===== config.mk =====
export PLATFORM = sky130hd
export DESIGN_NAME = rts_top
export DESIGN_NICKNAME = d
export VERILOG_FILES = /design/src/rts_pkg.sv /design/src/rts_spad_if.sv /design/src/rts_crc.sv /design/src/rts_spad_mem.sv /design/src/rts_top.sv
export SDC_FILE = /design/constraint.sdc
export NUM_CORES = 1
export LEC_CHECK = 0
export ABC_AREA = 1
export BUFFER_PORTS_ARGS = -buffer_cell sky130_fd_sc_hd__buf_4
export CAP_MARGIN = 40
export CORE_UTILIZATION = 60
export CTS_CLUSTER_SIZE = 14
export DETAILED_ROUTE_END_ITERATION = 8
export HOLD_SLACK_MARGIN = 0.05
export PLACE_DENSITY = 0.77
export SYNTH_ARGS = -nofsm -noshare
export SYNTH_HDL_FRONTEND = slang
export SYNTH_SLANG_ARGS = --single-unit
export TNS_END_PERCENT = 50

===== constraint.sdc =====
create_clock -name clk_in -period 4.1 [get_ports clk_in]
set_input_delay 0.205 -clock clk_in [delete_from_list [all_inputs] [get_ports clk_in]]
set_output_delay 0.205 -clock clk_in [all_outputs]
set_load 0.01 [all_outputs]

===== src/rts_pkg.sv =====
// Summary of operation
// [RULE1] 64-bit code: family, 48-bit serial, CRC8
// [RULE2] CRC8 x8+x5+x4+1, zero start, LSB first
// [RULE3] checker shifting stored CRC ends at zero
// [RULE4] all bus bytes move LSB first
// [RULE5] ROM command precedes any function command
// [RULE6] overdrive ROM command switches to overdrive
// [RULE7] function commands only after ROM success
// [RULE8] master loads low then high address
// [RULE9] low three target address bits forced zero
// [RULE10] ending offset bits always read ones
// [RULE11] partial flag on odd bits or power loss
// [RULE12] complete scratchpad write clears partial flag
// [RULE13] status bits 3, 4, 6 read one
// [RULE14] copy done set by copy, cleared by write
// [RULE15] transfer status is read only
// [RULE16] data memory in 32-byte pages
// [RULE17] scratchpad, secret, register page: 8 bytes
// [RULE18] write CRC16 covers address as sent
// [RULE19] copy done without partial means unrecognised write
// [RULE20] long low idles reset the device
package rts_pkg;
	////////////////////////////////////////////////////////////////////////////////
	// clock and slot timing, times in ns
	localparam int CLK_NS         = 4;
	localparam int T_RST_REG_NS   = 120000;
	localparam int T_RST_OD_NS    = 16000;
	localparam int T_SAMP_REG_NS  = 15000;
	localparam int T_SAMP_OD_NS   = 2000;
	localparam int T_HOLD_REG_NS  = 30000;
	localparam int T_HOLD_OD_NS   = 4000;
	localparam int T_PWAIT_REG_NS = 30000;
	localparam int T_PWAIT_OD_NS  = 4000;
	localparam int T_PLEN_REG_NS  = 60000;
	localparam int T_PLEN_OD_NS   = 8000;
	localparam int RST_OD_CYC     = (T_RST_OD_NS + CLK_NS - 1) / CLK_NS;
	localparam int SAMP_REG_CYC   = T_SAMP_REG_NS / CLK_NS;
	localparam int SAMP_OD_CYC    = T_SAMP_OD_NS / CLK_NS;
	localparam int HOLD_OD_CYC    = (T_HOLD_OD_NS + CLK_NS - 1) / CLK_NS;
	localparam int PWAIT_OD_CYC   = (T_PWAIT_OD_NS + CLK_NS - 1) / CLK_NS;
	localparam int PLEN_OD_CYC    = (T_PLEN_OD_NS + CLK_NS - 1) / CLK_NS;
	localparam int CNT_W          = 18;
	////////////////////////////////////////////////////////////////////////////////
	// identity code layout and CRC generators (reflected form)
	localparam int          FAM_W      = 8;
	localparam int          SER_W      = 48;
	localparam int          BODY_W     = 56;
	localparam int          ROM_W      = 64;
	localparam logic [5:0]  BODY_LAST  = 6'h37;
	localparam logic [7:0]  CRC8_POLY  = 8'h8C;
	localparam logic [15:0] CRC16_POLY = 16'hA001;
	////////////////////////////////////////////////////////////////////////////////
	// command codes
	localparam logic [7:0] CMD_READ_ROM  = 8'h33;
	localparam logic [7:0] CMD_MATCH_ROM = 8'h55;
	localparam logic [7:0] CMD_SRCH_ROM  = 8'hF0;
	localparam logic [7:0] CMD_SKIP_ROM  = 8'hCC;
	localparam logic [7:0] CMD_RESUME    = 8'hA5;
	localparam logic [7:0] CMD_OD_SKIP   = 8'h3C;
	localparam logic [7:0] CMD_OD_MATCH  = 8'h69;
	localparam logic [7:0] CMD_WR_SPAD   = 8'h0F;
	localparam logic [7:0] CMD_RD_SPAD   = 8'hAA;
	////////////////////////////////////////////////////////////////////////////////
	// address and transfer status layout, bit counts per phase
	localparam logic [7:0] TA_LOW_MASK  = 8'hF8;
	localparam logic [7:0] ES_ONES      = 8'h5F;
	localparam int         ES_AA_BIT    = 7;
	localparam int         ES_PF_BIT    = 5;
	localparam int         PAGE_SHIFT   = 5;
	localparam logic [7:0] PF_RESET     = 8'h01;
	localparam logic [6:0] LAST_BYTE    = 7'h07;
	localparam logic [6:0] LAST_WORD16  = 7'h0F;
	localparam logic [6:0] LAST_WORD64  = 7'h3F;
	localparam logic [6:0] LAST_RS      = 7'h57;
	localparam logic [3:0] RS_HDR_BYTES = 4'h3;
	localparam logic [1:0] SRCH_PH_WR   = 2'h2;

	typedef enum logic [3:0] {
		S_IDLE, S_ROMCMD, S_RDROM, S_MATCH, S_SRCH, S_FUNC,
		S_WSA, S_WSD, S_WSC, S_RS, S_WAIT
	} rts_state_t;

	typedef enum logic [1:0] {PR_IDLE, PR_WAIT, PR_DRIVE} rts_pres_t;
endpackage : rts_pkg


===== src/rts_spad_if.sv =====
`timescale 1ns/1ps
// scratchpad port between the protocol engine and its storage
interface rts_spad_if;
	logic       we;
	logic [2:0] waddr;
	logic [7:0] wdata;
	logic [2:0] raddr;
	logic [7:0] rdata;
	modport ctl (output we, output waddr, output wdata, output raddr, input rdata);
	modport mem (input we, input waddr, input wdata, input raddr, output rdata);
endinterface : rts_spad_if


===== src/rts_crc.sv =====
`timescale 1ns/1ps
// serial reflected CRC, one bit per enable, LSB of the data first
module rts_crc #(
	parameter int           W    = 8,
	parameter logic [W-1:0] POLY = '0
) (
	input  wire logic         clk_in,
	input  wire logic         reset_n_in,
	input  wire logic         clr_in,
	input  wire logic         en_in,
	input  wire logic         bit_in,
	output logic      [W-1:0] crc_out
);
	logic [W-1:0] crc_q;
	logic         fb;

	// feedback taps from the shifted-out bit
	assign fb      = crc_q[0] ^ bit_in;
	assign crc_out = crc_q;

	always_ff @(posedge clk_in or negedge reset_n_in) begin
		if (!reset_n_in) begin
			crc_q <= '0;
		end else if (clr_in) begin
			crc_q <= '0;
		end else if (en_in) begin
			crc_q <= (crc_q >> 1) ^ (fb ? POLY : '0);
		end
	end
endmodule : rts_crc


===== src/rts_spad_mem.sv =====
`timescale 1ns/1ps
// eight-byte scratchpad, registered read data
module rts_spad_mem (
	input  wire logic clk_in,
	input  wire logic reset_n_in,
	rts_spad_if.mem   sp
);
	logic [7:0] mem_q [8];
	logic [7:0] rdata_q;

	// one write port per entry
	for (genvar i = 0; i < 8; i++) begin : g_ent
		always_ff @(posedge clk_in or negedge reset_n_in) begin
			if (!reset_n_in) begin
				mem_q[i] <= 8'h00;
			end else if (sp.we && (sp.waddr == 3'(i))) begin
				mem_q[i] <= sp.wdata;
			end
		end
	end

	always_ff @(posedge clk_in or negedge reset_n_in) begin
		if (!reset_n_in) begin
			rdata_q <= 8'h00;
		end else begin
			rdata_q <= mem_q[sp.raddr];
		end
	end

	assign sp.rdata = rdata_q;
endmodule : rts_spad_mem


===== src/rts_top.sv =====
`timescale 1ns/1ps
// single-wire slave front end: identity code, ROM commands, scratchpad access
module rts_top #(
	parameter logic [7:0]  FAMILY_CODE     = 8'h5A,             // arbitrary value
	parameter logic [47:0] SERIAL_NUM      = 48'h0123_4567_89AB, // arbitrary value
	parameter int          RST_REG_CYC     = rts_pkg::T_RST_REG_NS / rts_pkg::CLK_NS,
	parameter int          HOLD_REG_CYC    = rts_pkg::T_HOLD_REG_NS / rts_pkg::CLK_NS,
	parameter int          PWAIT_REG_CYC   = rts_pkg::T_PWAIT_REG_NS / rts_pkg::CLK_NS,
	parameter int          PLEN_REG_CYC    = rts_pkg::T_PLEN_REG_NS / rts_pkg::CLK_NS
) (
	input  wire logic        clk_in,
	input  wire logic        reset_n_in,
	input  wire logic        dq_in,
	input  wire logic        copy_done_in,
	input  wire logic        power_lost_in,
	output logic             dq_out,
	output logic             dq_oe_out,
	output logic             overdrive_out,
	output logic      [15:0] target_addr_out,
	output logic      [10:0] page_out,
	output logic      [7:0]  status_out
);
	localparam int CW = rts_pkg::CNT_W;
	localparam logic [CW-1:0] RST_REG_C   = CW'(RST_REG_CYC);
	localparam logic [CW-1:0] RST_OD_C    = CW'(rts_pkg::RST_OD_CYC);
	localparam logic [CW-1:0] SAMP_REG_C  = CW'(rts_pkg::SAMP_REG_CYC);
	localparam logic [CW-1:0] SAMP_OD_C   = CW'(rts_pkg::SAMP_OD_CYC);
	localparam logic [CW-1:0] HOLD_REG_C  = CW'(HOLD_REG_CYC);
	localparam logic [CW-1:0] HOLD_OD_C   = CW'(rts_pkg::HOLD_OD_CYC);
	localparam logic [CW-1:0] PWAIT_REG_C = CW'(PWAIT_REG_CYC);
	localparam logic [CW-1:0] PWAIT_OD_C  = CW'(rts_pkg::PWAIT_OD_CYC);
	localparam logic [CW-1:0] PLEN_REG_C  = CW'(PLEN_REG_CYC);
	localparam logic [CW-1:0] PLEN_OD_C   = CW'(rts_pkg::PLEN_OD_CYC);

	rts_pkg::rts_state_t st_q, st_d;
	rts_pkg::rts_pres_t  pres_q, pres_d;
	logic [CW-1:0]  since_q, pres_cnt_q;
	logic [CW-1:0]  rst_thr, samp_thr, hold_thr, pwait_thr, plen_thr;
	logic           dq_prev_q, low_q, slot_q, pend_q, val_q, drv_q, drv_d;
	logic           fall, rise, fall_m, bus_rst, od_clr, bit_stb, bit_val;
	logic [6:0]     cnt_q, cnt_d;
	logic [63:0]    sh_q, sh_d;
	logic [1:0]     ph_q, ph_d;
	logic           od_q, od_d, res_q, res_d, aa_q, pf_q, aa_d, pf_d;
	logic [7:0]     ta_lo_q, ta_lo_d, ta_hi_q, ta_hi_d, byte_in, es_w, rs_byte;
	logic [63:0]    word_in, rom_full;
	logic [55:0]    rom_body;
	logic [5:0]     rom_idx_q;
	logic           rom_rdy_q, tx_act, tx_bit, crc16_en, crc16_clr, pf_done;
	logic [7:0]     crc8;
	logic [15:0]    crc16;
	rts_spad_if     sp ();

	////////////////////////////////////////////////////////////////////////////////
	// identity code, CRC computed once after reset from the fixed body
	assign rom_body = {SERIAL_NUM, FAMILY_CODE};           // [RULE1]
	assign rom_full = {crc8, rom_body};                    // [RULE1]

	rts_crc #(.W(8), .POLY(rts_pkg::CRC8_POLY)) u_crc8 (
		.clk_in     (clk_in),
		.reset_n_in (reset_n_in),
		.clr_in     (1'b0),
		.en_in      (~rom_rdy_q),
		.bit_in     (rom_body[rom_idx_q]),                 // [RULE2]
		.crc_out    (crc8)
	);

	// family LSB first, then serial; bus is ignored until this is done
	always_ff @(posedge clk_in or negedge reset_n_in) begin
		if (!reset_n_in) begin
			rom_idx_q <= 6'h00;
			rom_rdy_q <= 1'b0;
		end else if (!rom_rdy_q) begin
			rom_idx_q <= rom_idx_q + 6'h01;                   // [RULE2]
			rom_rdy_q <= (rom_idx_q == rts_pkg::BODY_LAST);
		end
	end

	////////////////////////////////////////////////////////////////////////////////
	// slot timing: thresholds follow the current speed
	assign rst_thr   = od_q ? RST_OD_C : RST_REG_C;        // [RULE20]
	assign samp_thr  = od_q ? SAMP_OD_C : SAMP_REG_C;
	assign hold_thr  = od_q ? HOLD_OD_C : HOLD_REG_C;
	assign pwait_thr = od_q ? PWAIT_OD_C : PWAIT_REG_C;
	assign plen_thr  = od_q ? PLEN_OD_C : PLEN_REG_C;

	// edges; our own presence pulldown must not look like a master slot
	assign fall    = dq_prev_q & ~dq_in;
	assign rise    = ~dq_prev_q & dq_in;
	assign fall_m  = fall & (pres_q == rts_pkg::PR_IDLE) & rom_rdy_q;
	assign bus_rst = rise & low_q & (since_q >= rst_thr);  // [RULE20]
	assign od_clr  = rise & low_q & (since_q >= RST_REG_C);
	// a sampled bit is only delivered once the line is high again, so the
	// first part of a reset pulse never reaches the protocol as a zero
	assign bit_stb = pend_q & dq_in & ~bus_rst;
	assign bit_val = val_q;

	always_ff @(posedge clk_in or negedge reset_n_in) begin
		if (!reset_n_in) begin
			dq_prev_q <= 1'b1;
			since_q   <= '0;
			low_q     <= 1'b0;
		end else begin
			dq_prev_q <= dq_in;
			since_q   <= fall_m ? '0 : (since_q != '1) ? since_q + 1'b1 : since_q;
			low_q     <= fall_m | (low_q & ~rise);
		end
	end

	// sample point inside each slot, then wait for release
	always_ff @(posedge clk_in or negedge reset_n_in) begin
		if (!reset_n_in) begin
			slot_q <= 1'b0;
			pend_q <= 1'b0;
			val_q  <= 1'b0;
		end else begin
			slot_q <= fall_m | (slot_q & ~(since_q == samp_thr) & ~bus_rst);
			pend_q <= (slot_q & (since_q == samp_thr)) | (pend_q & ~bit_stb & ~bus_rst);
			if (slot_q && (since_q == samp_thr)) begin
				val_q <= dq_in;
			end
		end
	end

	// presence pulse and transmit pulldown
	always_comb begin
		pres_d = pres_q;
		drv_d  = drv_q;
		case (pres_q)
			rts_pkg::PR_WAIT:  if (pres_cnt_q == pwait_thr) pres_d = rts_pkg::PR_DRIVE;
			rts_pkg::PR_DRIVE: if (pres_cnt_q == plen_thr) pres_d = rts_pkg::PR_IDLE;
			default:           pres_d = rts_pkg::PR_IDLE;
		endcase
		if (bus_rst) begin
			pres_d = rts_pkg::PR_WAIT;
			drv_d  = 1'b0;
		end else if (fall_m && tx_act && !tx_bit) begin
			drv_d = 1'b1;                                     // zero bits pull low
		end else if (since_q == hold_thr) begin
			drv_d = 1'b0;
		end
	end

	always_ff @(posedge clk_in or negedge reset_n_in) begin
		if (!reset_n_in) begin
			pres_q     <= rts_pkg::PR_IDLE;
			pres_cnt_q <= '0;
			drv_q      <= 1'b0;
		end else begin
			pres_q     <= pres_d;
			pres_cnt_q <= (pres_d != pres_q) ? '0 : pres_cnt_q + 1'b1;
			drv_q      <= drv_d;
		end
	end

	////////////////////////////////////////////////////////////////////////////////
	// transmit bit for the slot about to start
	assign rs_byte = (cnt_q[6:3] == 4'h0) ? ta_lo_q :
	                 (cnt_q[6:3] == 4'h1) ? ta_hi_q :
	                 (cnt_q[6:3] == 4'h2) ? es_w : sp.rdata;

	always_comb begin
		tx_act = 1'b1;
		tx_bit = 1'b1;
		case (st_q)
			rts_pkg::S_RDROM: tx_bit = rom_full[cnt_q[5:0]];   // [RULE4]
			rts_pkg::S_SRCH: begin
				tx_act = (ph_q != rts_pkg::SRCH_PH_WR);
				tx_bit = rom_full[cnt_q[5:0]] ^ ph_q[0];       // bit, then complement
			end
			rts_pkg::S_WSC:   tx_bit = ~crc16[cnt_q[3:0]];     // inverted CRC16
			rts_pkg::S_RS:    tx_bit = rs_byte[cnt_q[2:0]];    // [RULE4]
			default:          tx_act = 1'b0;
		endcase
	end

	////////////////////////////////////////////////////////////////////////////////
	// protocol sequencing, one step per delivered bit
	assign byte_in = {bit_val, sh_q[63:57]};                // [RULE4]
	assign word_in = {bit_val, sh_q[63:1]};

	always_comb begin
		st_d    = st_q;
		cnt_d   = cnt_q;
		sh_d    = sh_q;
		ph_d    = ph_q;
		od_d    = od_q;
		res_d   = res_q;
		ta_lo_d = ta_lo_q;
		ta_hi_d = ta_hi_q;
		if (bus_rst) begin
			st_d  = rts_pkg::S_ROMCMD;                        // [RULE5]
			cnt_d = 7'h00;
			ph_d  = 2'h0;
			if (od_clr) od_d = 1'b0;
		end else if (bit_stb) begin
			sh_d  = word_in;                                  // [RULE4]
			cnt_d = cnt_q + 7'h01;
			case (st_q)
				rts_pkg::S_ROMCMD: if (cnt_q == rts_pkg::LAST_BYTE) begin
					cnt_d = 7'h00;
					st_d  = rts_pkg::S_WAIT;
					case (byte_in)                                // [RULE5]
						rts_pkg::CMD_READ_ROM: begin st_d = rts_pkg::S_RDROM; res_d = 1'b0; end
						rts_pkg::CMD_MATCH_ROM: st_d = rts_pkg::S_MATCH;
						rts_pkg::CMD_SRCH_ROM:  st_d = rts_pkg::S_SRCH;
						rts_pkg::CMD_SKIP_ROM: begin st_d = rts_pkg::S_FUNC; res_d = 1'b0; end
						rts_pkg::CMD_RESUME: if (res_q) st_d = rts_pkg::S_FUNC;
						rts_pkg::CMD_OD_SKIP: begin
							st_d  = rts_pkg::S_FUNC;
							res_d = 1'b0;
							od_d  = 1'b1;                             // [RULE6]
						end
						rts_pkg::CMD_OD_MATCH: begin
							st_d = rts_pkg::S_MATCH;
							od_d = 1'b1;                              // [RULE6]
						end
						default: st_d = rts_pkg::S_WAIT;
					endcase
				end
				rts_pkg::S_RDROM: if (cnt_q == rts_pkg::LAST_WORD64) begin
					st_d  = rts_pkg::S_FUNC;
					cnt_d = 7'h00;
				end
				rts_pkg::S_MATCH: if (cnt_q == rts_pkg::LAST_WORD64) begin
					cnt_d = 7'h00;
					res_d = (word_in == rom_full);
					st_d  = (word_in == rom_full) ? rts_pkg::S_FUNC : rts_pkg::S_WAIT;
				end
				rts_pkg::S_SRCH: begin
					cnt_d = cnt_q;
					ph_d  = ph_q + 2'h1;
					if (ph_q == rts_pkg::SRCH_PH_WR) begin
						ph_d = 2'h0;
						if (bit_val != rom_full[cnt_q[5:0]]) begin
							st_d  = rts_pkg::S_WAIT;
							res_d = 1'b0;
						end else if (cnt_q == rts_pkg::LAST_WORD64) begin
							st_d  = rts_pkg::S_FUNC;
							res_d = 1'b1;
							cnt_d = 7'h00;
						end else begin
							cnt_d = cnt_q + 7'h01;
						end
					end
				end
				rts_pkg::S_FUNC: if (cnt_q == rts_pkg::LAST_BYTE) begin
					cnt_d = 7'h00;                                // [RULE7]
					st_d  = (byte_in == rts_pkg::CMD_WR_SPAD) ? rts_pkg::S_WSA :
					        (byte_in == rts_pkg::CMD_RD_SPAD) ? rts_pkg::S_RS : rts_pkg::S_WAIT;
				end
				rts_pkg::S_WSA: begin
					if (cnt_q == rts_pkg::LAST_BYTE) ta_lo_d = byte_in & rts_pkg::TA_LOW_MASK; // [RULE9]
					if (cnt_q == rts_pkg::LAST_WORD16) begin
						ta_hi_d = byte_in;                          // [RULE8]
						st_d    = rts_pkg::S_WSD;
						cnt_d   = 7'h00;
					end
				end
				rts_pkg::S_WSD: if (cnt_q == rts_pkg::LAST_WORD64) begin
					st_d  = rts_pkg::S_WSC;
					cnt_d = 7'h00;
				end
				rts_pkg::S_WSC: if (cnt_q == rts_pkg::LAST_WORD16) st_d = rts_pkg::S_WAIT;
				rts_pkg::S_RS:  if (cnt_q == rts_pkg::LAST_RS) st_d = rts_pkg::S_WAIT;
				default: cnt_d = cnt_q;                         // idle until next reset
			endcase
		end
	end

	always_ff @(posedge clk_in or negedge reset_n_in) begin
		if (!reset_n_in) begin
			st_q    <= rts_pkg::S_IDLE;
			cnt_q   <= 7'h00;
			sh_q    <= '0;
			ph_q    <= 2'h0;
			od_q    <= 1'b0;
			res_q   <= 1'b0;
			ta_lo_q <= 8'h00;
			ta_hi_q <= 8'h00;
		end else begin
			st_q    <= st_d;
			cnt_q   <= cnt_d;
			sh_q    <= sh_d;
			ph_q    <= ph_d;
			od_q    <= od_d;
			res_q   <= res_d;
			ta_lo_q <= ta_lo_d;
			ta_hi_q <= ta_hi_d;
		end
	end

	////////////////////////////////////////////////////////////////////////////////
	// write CRC sees command and address exactly as received, before masking
	assign crc16_clr = bit_stb & (st_d == rts_pkg::S_FUNC) & (st_q != rts_pkg::S_FUNC);
	assign crc16_en  = bit_stb & ((st_q == rts_pkg::S_FUNC) | (st_q == rts_pkg::S_WSA) |
	                              (st_q == rts_pkg::S_WSD));         // [RULE18]

	rts_crc #(.W(16), .POLY(rts_pkg::CRC16_POLY)) u_crc16 (
		.clk_in     (clk_in),
		.reset_n_in (reset_n_in),
		.clr_in     (crc16_clr),
		.en_in      (crc16_en),
		.bit_in     (bit_val),
		.crc_out    (crc16)
	);

	// scratchpad storage, eight bytes
	assign sp.we    = bit_stb & (st_q == rts_pkg::S_WSD) & (cnt_q[2:0] == 3'h7); // [RULE17]
	assign sp.waddr = cnt_q[5:3];
	assign sp.wdata = byte_in;
	assign sp.raddr = 3'(cnt_q[6:3] - rts_pkg::RS_HDR_BYTES);

	rts_spad_mem u_spad (
		.clk_in     (clk_in),
		.reset_n_in (reset_n_in),
		.sp         (sp.mem)
	);

	////////////////////////////////////////////////////////////////////////////////
	// transfer status; hardware sets win over clears in the same cycle
	assign pf_done = bit_stb & (st_q == rts_pkg::S_WSD) & (cnt_q == rts_pkg::LAST_WORD64);
	assign aa_d = copy_done_in | (aa_q & ~sp.we);           // [RULE14]
	assign pf_d = power_lost_in ? 1'b1 :                    // [RULE11]
	              (bus_rst && st_q == rts_pkg::S_WSD && cnt_q != 7'h00) ?
	              (cnt_q[2:0] != 3'h0) :                    // [RULE11]
	              pf_done ? 1'b0 : pf_q;                    // [RULE12]

	// no write path reaches this register
	always_comb begin
		es_w                     = rts_pkg::ES_ONES;        // [RULE10] [RULE13] [RULE15]
		es_w[rts_pkg::ES_AA_BIT] = aa_q;
		es_w[rts_pkg::ES_PF_BIT] = pf_q;
	end

	always_ff @(posedge clk_in or negedge reset_n_in) begin
		if (!reset_n_in) begin
			aa_q <= 1'b0;
			pf_q <= rts_pkg::PF_RESET[0];                       // nothing valid after power-up
		end else begin
			aa_q <= aa_d;
			pf_q <= pf_d;
		end
	end

	////////////////////////////////////////////////////////////////////////////////
	// registered outputs; the pin only ever pulls low
	always_ff @(posedge clk_in or negedge reset_n_in) begin
		if (!reset_n_in) begin
			dq_out          <= 1'b0;
			dq_oe_out       <= 1'b0;
			overdrive_out   <= 1'b0;
			target_addr_out <= 16'h0000;
			page_out        <= 11'h000;
			status_out      <= 8'h00;
		end else begin
			dq_out          <= 1'b0;
			dq_oe_out       <= drv_d | (pres_d == rts_pkg::PR_DRIVE);
			overdrive_out   <= od_q;
			target_addr_out <= {ta_hi_q, ta_lo_q};
			page_out        <= 11'({ta_hi_q, ta_lo_q} >> rts_pkg::PAGE_SHIFT); // [RULE16]
			status_out      <= es_w;
		end
	end
endmodule : rts_top


Word-level counts from Yosys, hierarchy flattened
Memory sizes are Yosys's and may differ from the RTL's.
Index checks and enable logic that the tools add are counted.
W data, S select, Z words.
{"block": "classes", "bitwise_logic": 43, "n_mux": 80, "n_reduce_logical": 44, "n_lt_le_gt_ge": 7, "add_sub_neg": 6, "eq_ne": 56}
{"op": "$eq A64 B64 Y1", "count": 1}
{"op": "$mux W4", "count": 15}
{"op": "$mux W18", "count": 3}
{"op": "$mux W7", "count": 7}
{"op": "$mux W16", "count": 3}
{"op": "$mux W8", "count": 6}
{"op": "$add A18 B1 Y18 const B", "count": 2}
{"op": "$eq A18 B13 Y1", "count": 2}
{"op": "$pmux W4 S9", "count": 1}
{"op": "$pmux W7 S5", "count": 1}
{"op": "$eq A8 B8 Y1 const B", "count": 4}
{"op": "$bmux W8 S3", "count": 1}
{"op": "$mux W1", "count": 23}
{"op": "$and A1 B1 Y1", "count": 22}
{"op": "$eq A4 B3 Y1 const B", "count": 5}
{"op": "$pmux W4 S5", "count": 1}
{"op": "$eq A18 B12 Y1", "count": 1}
{"op": "$eq A18 B14 Y1", "count": 1}
{"op": "$ge A18 B15 Y1", "count": 1}
{"op": "$ge A18 B15 Y1 const B", "count": 1}
{"op": "$ne A18 B18 Y1 const B", "count": 1}
{"op": "$eq A8 B6 Y1 const B", "count": 2}
{"op": "$eq A8 B7 Y1 const B", "count": 2}
{"op": "$mux W2", "count": 8}
{"op": "other kinds (60)", "count": 122}
{"block": "word_totals", "out_inout_bits": 38, "ff_bits": 275, "elab_cells": 274, "n_memories": 1, "inputBits": 5, "rom_bits": 64}
{"name": "(no name shown)", "depth": 64, "word_bits": 1, "rd": 1, "rd_clocked_by_memory_dff": 0, "wr": 0, "line": "rts_top.sv:64", "source": ".bit_in (rom_body[rom_idx_q]),"}

Depth between registers and ports, before layout
{"block": "depth", "ltp_word": 12, "depth_mapped": 21}

Cells and area by module
Synthesis repeated with hierarchy kept, for this count alone.
{"block": "hier_totals", "hier_cells": 1815, "area_unflattened_um2": 14003.4}
{"module": "rts_top", "area_each_um2": 9562.9, "seq_area_each_um2": 4056.4, "cells_each": 1253, "n_inst": 1}
{"module": "rts_spad_mem", "area_each_um2": 3389.5, "seq_area_each_um2": 1801.7, "cells_each": 447, "n_inst": 1}
{"module": "rts_crc at u_crc16", "area_each_um2": 654.4, "seq_area_each_um2": 400.4, "cells_each": 71, "n_inst": 1}
{"module": "rts_crc at u_crc8", "area_each_um2": 396.6, "seq_area_each_um2": 200.2, "cells_each": 44, "n_inst": 1}

Worst setup path before layout
No wires, ideal clock.
{"block": "synth_timing", "path_type": "register to register", "from": "register cnt_q[0]", "to": "register u_crc16.crc_q[13], in the netlist u_crc16.crc_out[13]", "path_slack_ps": 1467, "path_stages_with_launch": 21, "n_path_buf": 4, "arrival_time_ps": 2507, "period_less_slack_ps": 2633, "cell_sequence": "dfrtp_1 -> buf_6 -> clkinv_2 -> buf_6 -> clkbuf_1 -> ha_1 -> o21ai_0 -> nand2_1 -> nand2_1 -> nand2_1 -> inv_2 -> nand2_2 -> nand2_2 -> nand3_1 -> nand2_2 -> nand2_1 -> nand2_1 -> nand2_2 -> nor2_4 -> buf_6 -> a21oi_2"}
{"block": "synth_via", "elab_chain_len": 12}
{"item": "start: declaration", "line": "rts_top.sv:41", "source": "logic [6:0] cnt_q, cnt_d;"}
{"item": "start signal: assignment", "line": "rts_top.sv:283", "source": "cnt_q <= cnt_d;"}
{"item": "$bmux W1 S6", "line": "rts_top.sv:235", "source": "if (bit_val != rom_full[cnt_q[5:0]]) begin"}
{"item": "$mux W1 (implied by the code)", "line": "rts_top.sv:235"}
{"item": "$ne A1 B1 Y1", "line": "rts_top.sv:235"}
{"item": "$mux W4", "line": "rts_top.sv:235"}
{"item": "$mux W4", "line": "rts_top.sv:233", "source": "if (ph_q == rts_pkg::SRCH_PH_WR) begin"}
{"item": "$pmux W4 S9 *", "line": "rts_top.sv:199", "source": "case (st_q)"}
{"item": "$mux W4 *", "line": "rts_top.sv:196", "source": "end else if (bit_stb) begin"}
{"item": "$mux W4 *", "line": "rts_top.sv:191", "source": "if (bus_rst) begin"}
{"item": "net st_d[1]", "line": "rts_top.sv:35", "source": "rts_pkg::rts_state_t st_q, st_d;"}
{"item": "$eq A4 B3 Y1 *", "line": "rts_top.sv:295", "source": "assign crc16_clr = bit_stb & (st_d == rts_pkg::S_FUNC) & (st_q != rts_pkg::S_FUNC);"}
{"item": "$and A1 B1 Y1 * (2 in series)", "line": "rts_top.sv:295"}
{"item": "$mux W16 or $reduce_bool A2 Y1 (tied branches)"}
{"item": "end signal: assignment", "line": "rts_crc.sv:27", "source": "crc_q <= (crc_q >> 1) ^ (fb ? POLY : '0);"}
{"item": "end: declaration", "line": "rts_crc.sv:14", "source": "logic [W-1:0] crc_q;"}
The timed path passes the listed nets; every way through them passes the cells marked *. The select of a mux whose other input is x is not followed.
A chain may end at the register's enable or synchronous reset.

Worst setup path in the final report
{"block": "layout_timing", "from": "register cnt_q[1]", "to": "register u_crc16.crc_q[4], in the netlist u_crc16.crc_out[4]"}
{"block": "layout_via", "elab_chain_len": 12}
{"item": "$bmux W1 S6", "line": "rts_top.sv:235"}
{"item": "$mux W1 (implied by the code)", "line": "rts_top.sv:235"}
{"item": "$ne A1 B1 Y1", "line": "rts_top.sv:235"}
{"item": "$mux W4", "line": "rts_top.sv:235"}
{"item": "$mux W4", "line": "rts_top.sv:233"}
{"item": "$pmux W4 S9 *", "line": "rts_top.sv:199"}
{"item": "$mux W4 *", "line": "rts_top.sv:196"}
{"item": "$mux W4 *", "line": "rts_top.sv:191"}
{"item": "$eq A4 B3 Y1 *", "line": "rts_top.sv:295"}
{"item": "$and A1 B1 Y1 * (2 in series)", "line": "rts_top.sv:295"}
{"item": "$mux W16 or $reduce_bool A2 Y1 (tied branches)"}
Every way passes the cells marked *; elsewhere a longest branch is shown, timed or not. The select of a mux whose other input is x is not followed.

==> impl_metrics.csv <==
group,metric,value,unit
run_status,status,"finished, violations left",
run_status,violations,"design-rule violations",
grt,grt_util_all_layers,28.1,%
detailed_routing,drc_errors,4,
sta,rsz0062_at_grt,"no",
grt,gr-total-overflow,0,
detailed_routing,viasPerCell,5.61,
detailed_routing,drtPass1Iterations,7,
detailed_routing,ant_nets,0,
power_and_ir_drop,p_leak,0.00711,µW
setup_path,critPathKind,"flop to flop",
clocking,numCtsBuffers,28,
grt,antenna_found_initial,0,
setup_path,slowest_delay,660,ps
floorplan,num_io_pins,43,
setup_path,cp.required,4490,ps
power_and_ir_drop,ir_drop,416,µV
clocking,cts_tree,"yes",
logic_synthesis,netlist_area,0.0135,mm²
floorplan,coreArea,0.0220,mm²
grt,gr-max-usage-layer,"met2",
place,dpl.hpwl,21500,µm
place,numPortBuffers,38,
clocking,clk_pin_slew,60,ps
logic_synthesis,synth_cell_types,52,
grt,met3_usage,3.37,%
detailed_routing,avgRoutedWirePerCell,15.7,µm
sta,skew,41.3,ps
sta,setup_violations,0,
place,gp_congestion,0.957,
setup_path,critPathMaxFanout,16,
logic_synthesis,syn_inst,1710,
floorplan,start_util,61.6,%
grt,globalRouteMet1Util,40.3,%
sta,period_share,69.9,%
sta,fin_tns_setup,0,ps
job,max_cap_viol_count,0,
clocking,clk_latency,570,ps
logic_synthesis,seq_area_frac_synth,47.8,%
logic_synthesis,synth_edf_count,0,
clocking,ctsResizeCount,0,
floorplan,fp.dieW,152,µm
detailed_routing,num_vias,11305,
logic_synthesis,async_flop_share,100,%
grt,grt_max_degree,109,
finish,final_common_cell,"nand2_1",
finish,drive_above_1_share,9.34,%
sta,fmax,349,MHz
clocking,clock_sinks,258,
sta,worstMarginPinSlew,800,ps
floorplan,fp.dieH,152,µm
clocking,postCtsSetupBuffers,0,
setup_path,worstSetupEndpointType,"flop",
setup_path,r2r_start,"cnt_q[1]",
finish,layout_common_cells,"nand2_1, dfrtp_1, nor2_1",
floorplan,dieArea,0.0231,mm²
sta,hold_viol,0,
power_and_ir_drop,powerDensity,374,mW/mm²
setup_path,startpoint,"cnt_q[1]",
setup_path,cp-start-kind,"flop",
finish,syn_to_final_growth,9.77,%
detailed_routing,first_iter_violations,1048,
finish,diodes,0,
grt,met2_usage,45.6,%
sta,relSlewSlack,46.7,%
setup_path,slowest_stage,"dfrtp_1",
setup_path,critPathArrivalTime,3250,ps
grt,grt_pass1_wl,53500,µm
grt,grt_pass1_vias,10776,
sta,maxSlewViolCount,0,
logic_synthesis,ys_seq_elements,258,
clocking,htreeDepth,1,
finish,nets,1750,
logic_synthesis,ys.flop_type,"dfrtp_1",
sta,hold_ws,101,ps
clocking,cts_max_path_buffers,3,
logic_synthesis,syn_avg_cell_area,7.91,µm²
sta,min_period,2870,ps
min_path,min_path_type,"input port to asynchronous set/reset pin",
clocking,clock-root-buffer,"clkbuf_16",
detailed_routing,wl,31600,µm
floorplan,rows,54,
logic_synthesis,yosysWarnings,0,
setup_path,worstPathCellList,"inv_2 > ha_1 > o21ai_0 > nand2_1 > nand2_1 > nand2_1 > inv_2 > nand2_2 > nand2_2 > nand3_1 > nand3_1 > nand3_1 > nor2_4 > a21oi_1",
## path summary, 6_finish.rpt
| path | endpoint | slack [ps] | depth (start not counted) |
|---|---|---|---|
| worst max-delay path | u_crc16.crc_out[4] | 1230 | 14 |
| worst min-delay path | sh_q[58] | 100 | 2 |
| worst max register to register | u_crc16.crc_out[4] | 1230 | 14 |
| worst min register to register | page_out[9] | 400 | 0 |
| max in group asynchronous | pres_cnt_q[4] | 2910 | 3 |
| min in group clk_in | dq_prev_q | 350 | 2 |
## cell usage after synthesis, types with 5 or more instances
library cell	n	area, µm²
o21ai_0	177	886
a21oi_2	10	87.6
xor2_1	25	219
nand2_1	409	1540
a21oi_1	50	250
o22ai_1	12	75.1
nand3_2	5	50.1
o211ai_1	11	82.6
nand2_2	14	87.6
a31oi_1	9	56.3
clkbuf_1	31	116
o21ai_1	67	335
nand4_1	29	181
dfrtp_1	256	6410
nand3_1	74	370
nor2_2	5	31.3
buf_2	14	70.1
nor3_1	15	75.1
buf_6	9	101
inv_1	169	634
ha_1	32	400
nor2_1	192	721
buf_4	24	180
inv_2	14	52.6
## layout make-up
cell class	count	area [µm²]
clock buffer	42	843
fill	1817	7120
timing repair buffer	52	420
inverter	187	706
tap	280	350
clock inverter	9	179
sequential	258	6460
multi-input combinational	1186	5880
## per-layer routing
metal	part of all wire (%)	vias up
met5	0	-
met4	2.4	0
met3	5.8	60
met2	46	352
met1	45	5343
li1	-	5550
## critical path: cells and delay by family (launching register included)
kind,cells,cell delay (ps)
flip-flops,1,660
adder cells (fa/ha/maj),1,350
AND/OR/NAND/NOR,9,1130
buffers and inverters,2,280
AO/OA/AOI/OAI,2,300
## timing repair
action | 4_1_cts | 5_1_grt
hold buffers | 4 | 0
hold endpoints to repair | 141 | 0
setup endpoints to repair | 0 | 0
## cells by family (layout without fill, tap and decap cells)
family,after synthesis,after routing,synth area share [%]
compound gates,357,357,14.5
fa+ha+maj,32,32,2.96
flops,258,258,47.8
other cells,2,5,0.0556
buf+inv,269,290,8.79
xor+xnor,26,26,1.68
simple gates,766,766,24.3
## power by group
part / leakage, µW / internal, µW / total (µW) / switching, µW
sequential: 0.00328 / 2610 / 2660 / 42.9
combinational: 0.00334 / 49.8 / 173 / 123
clock: 0.000492 / 1680 / 2710 / 1040
total: 0.00711 / 4340 / 5540 / 1210
## registers in the layout, summed over array words and instances, names as in the netlist, 4 cells and up
signal,cells
u_spad.mem_q,64
cnt_q,7
rom_idx_q,6
pres_cnt_q,18
u_spad.sp.rdata,8
page_out,10
sh_q,63
ta_lo_q,5
u_crc8.crc_out,8
ta_hi_q,8
st_q,4
u_crc16.crc_out,16
since_q,18
## metrics by stage
step | area, µm² | setup WS (ps) | utilization, % | cells | power [µW]
after global routing | 14800 | 953 | 67.6 | 2014 | 5730
after floorplan | 13500 | 1470 | - | 1713 | 2780
after CTS | 14800 | 1250 | 67.6 | 2014 | 5590
after global placement | 13800 | 1350 | 62.7 | 1959 | 2860
after detailed placement | 13800 | 1260 | 62.7 | 1959 | 2870
final | 14800 | 1230 | 67.6 | 2014 | 5540
(Power assumes the default switching activity.)
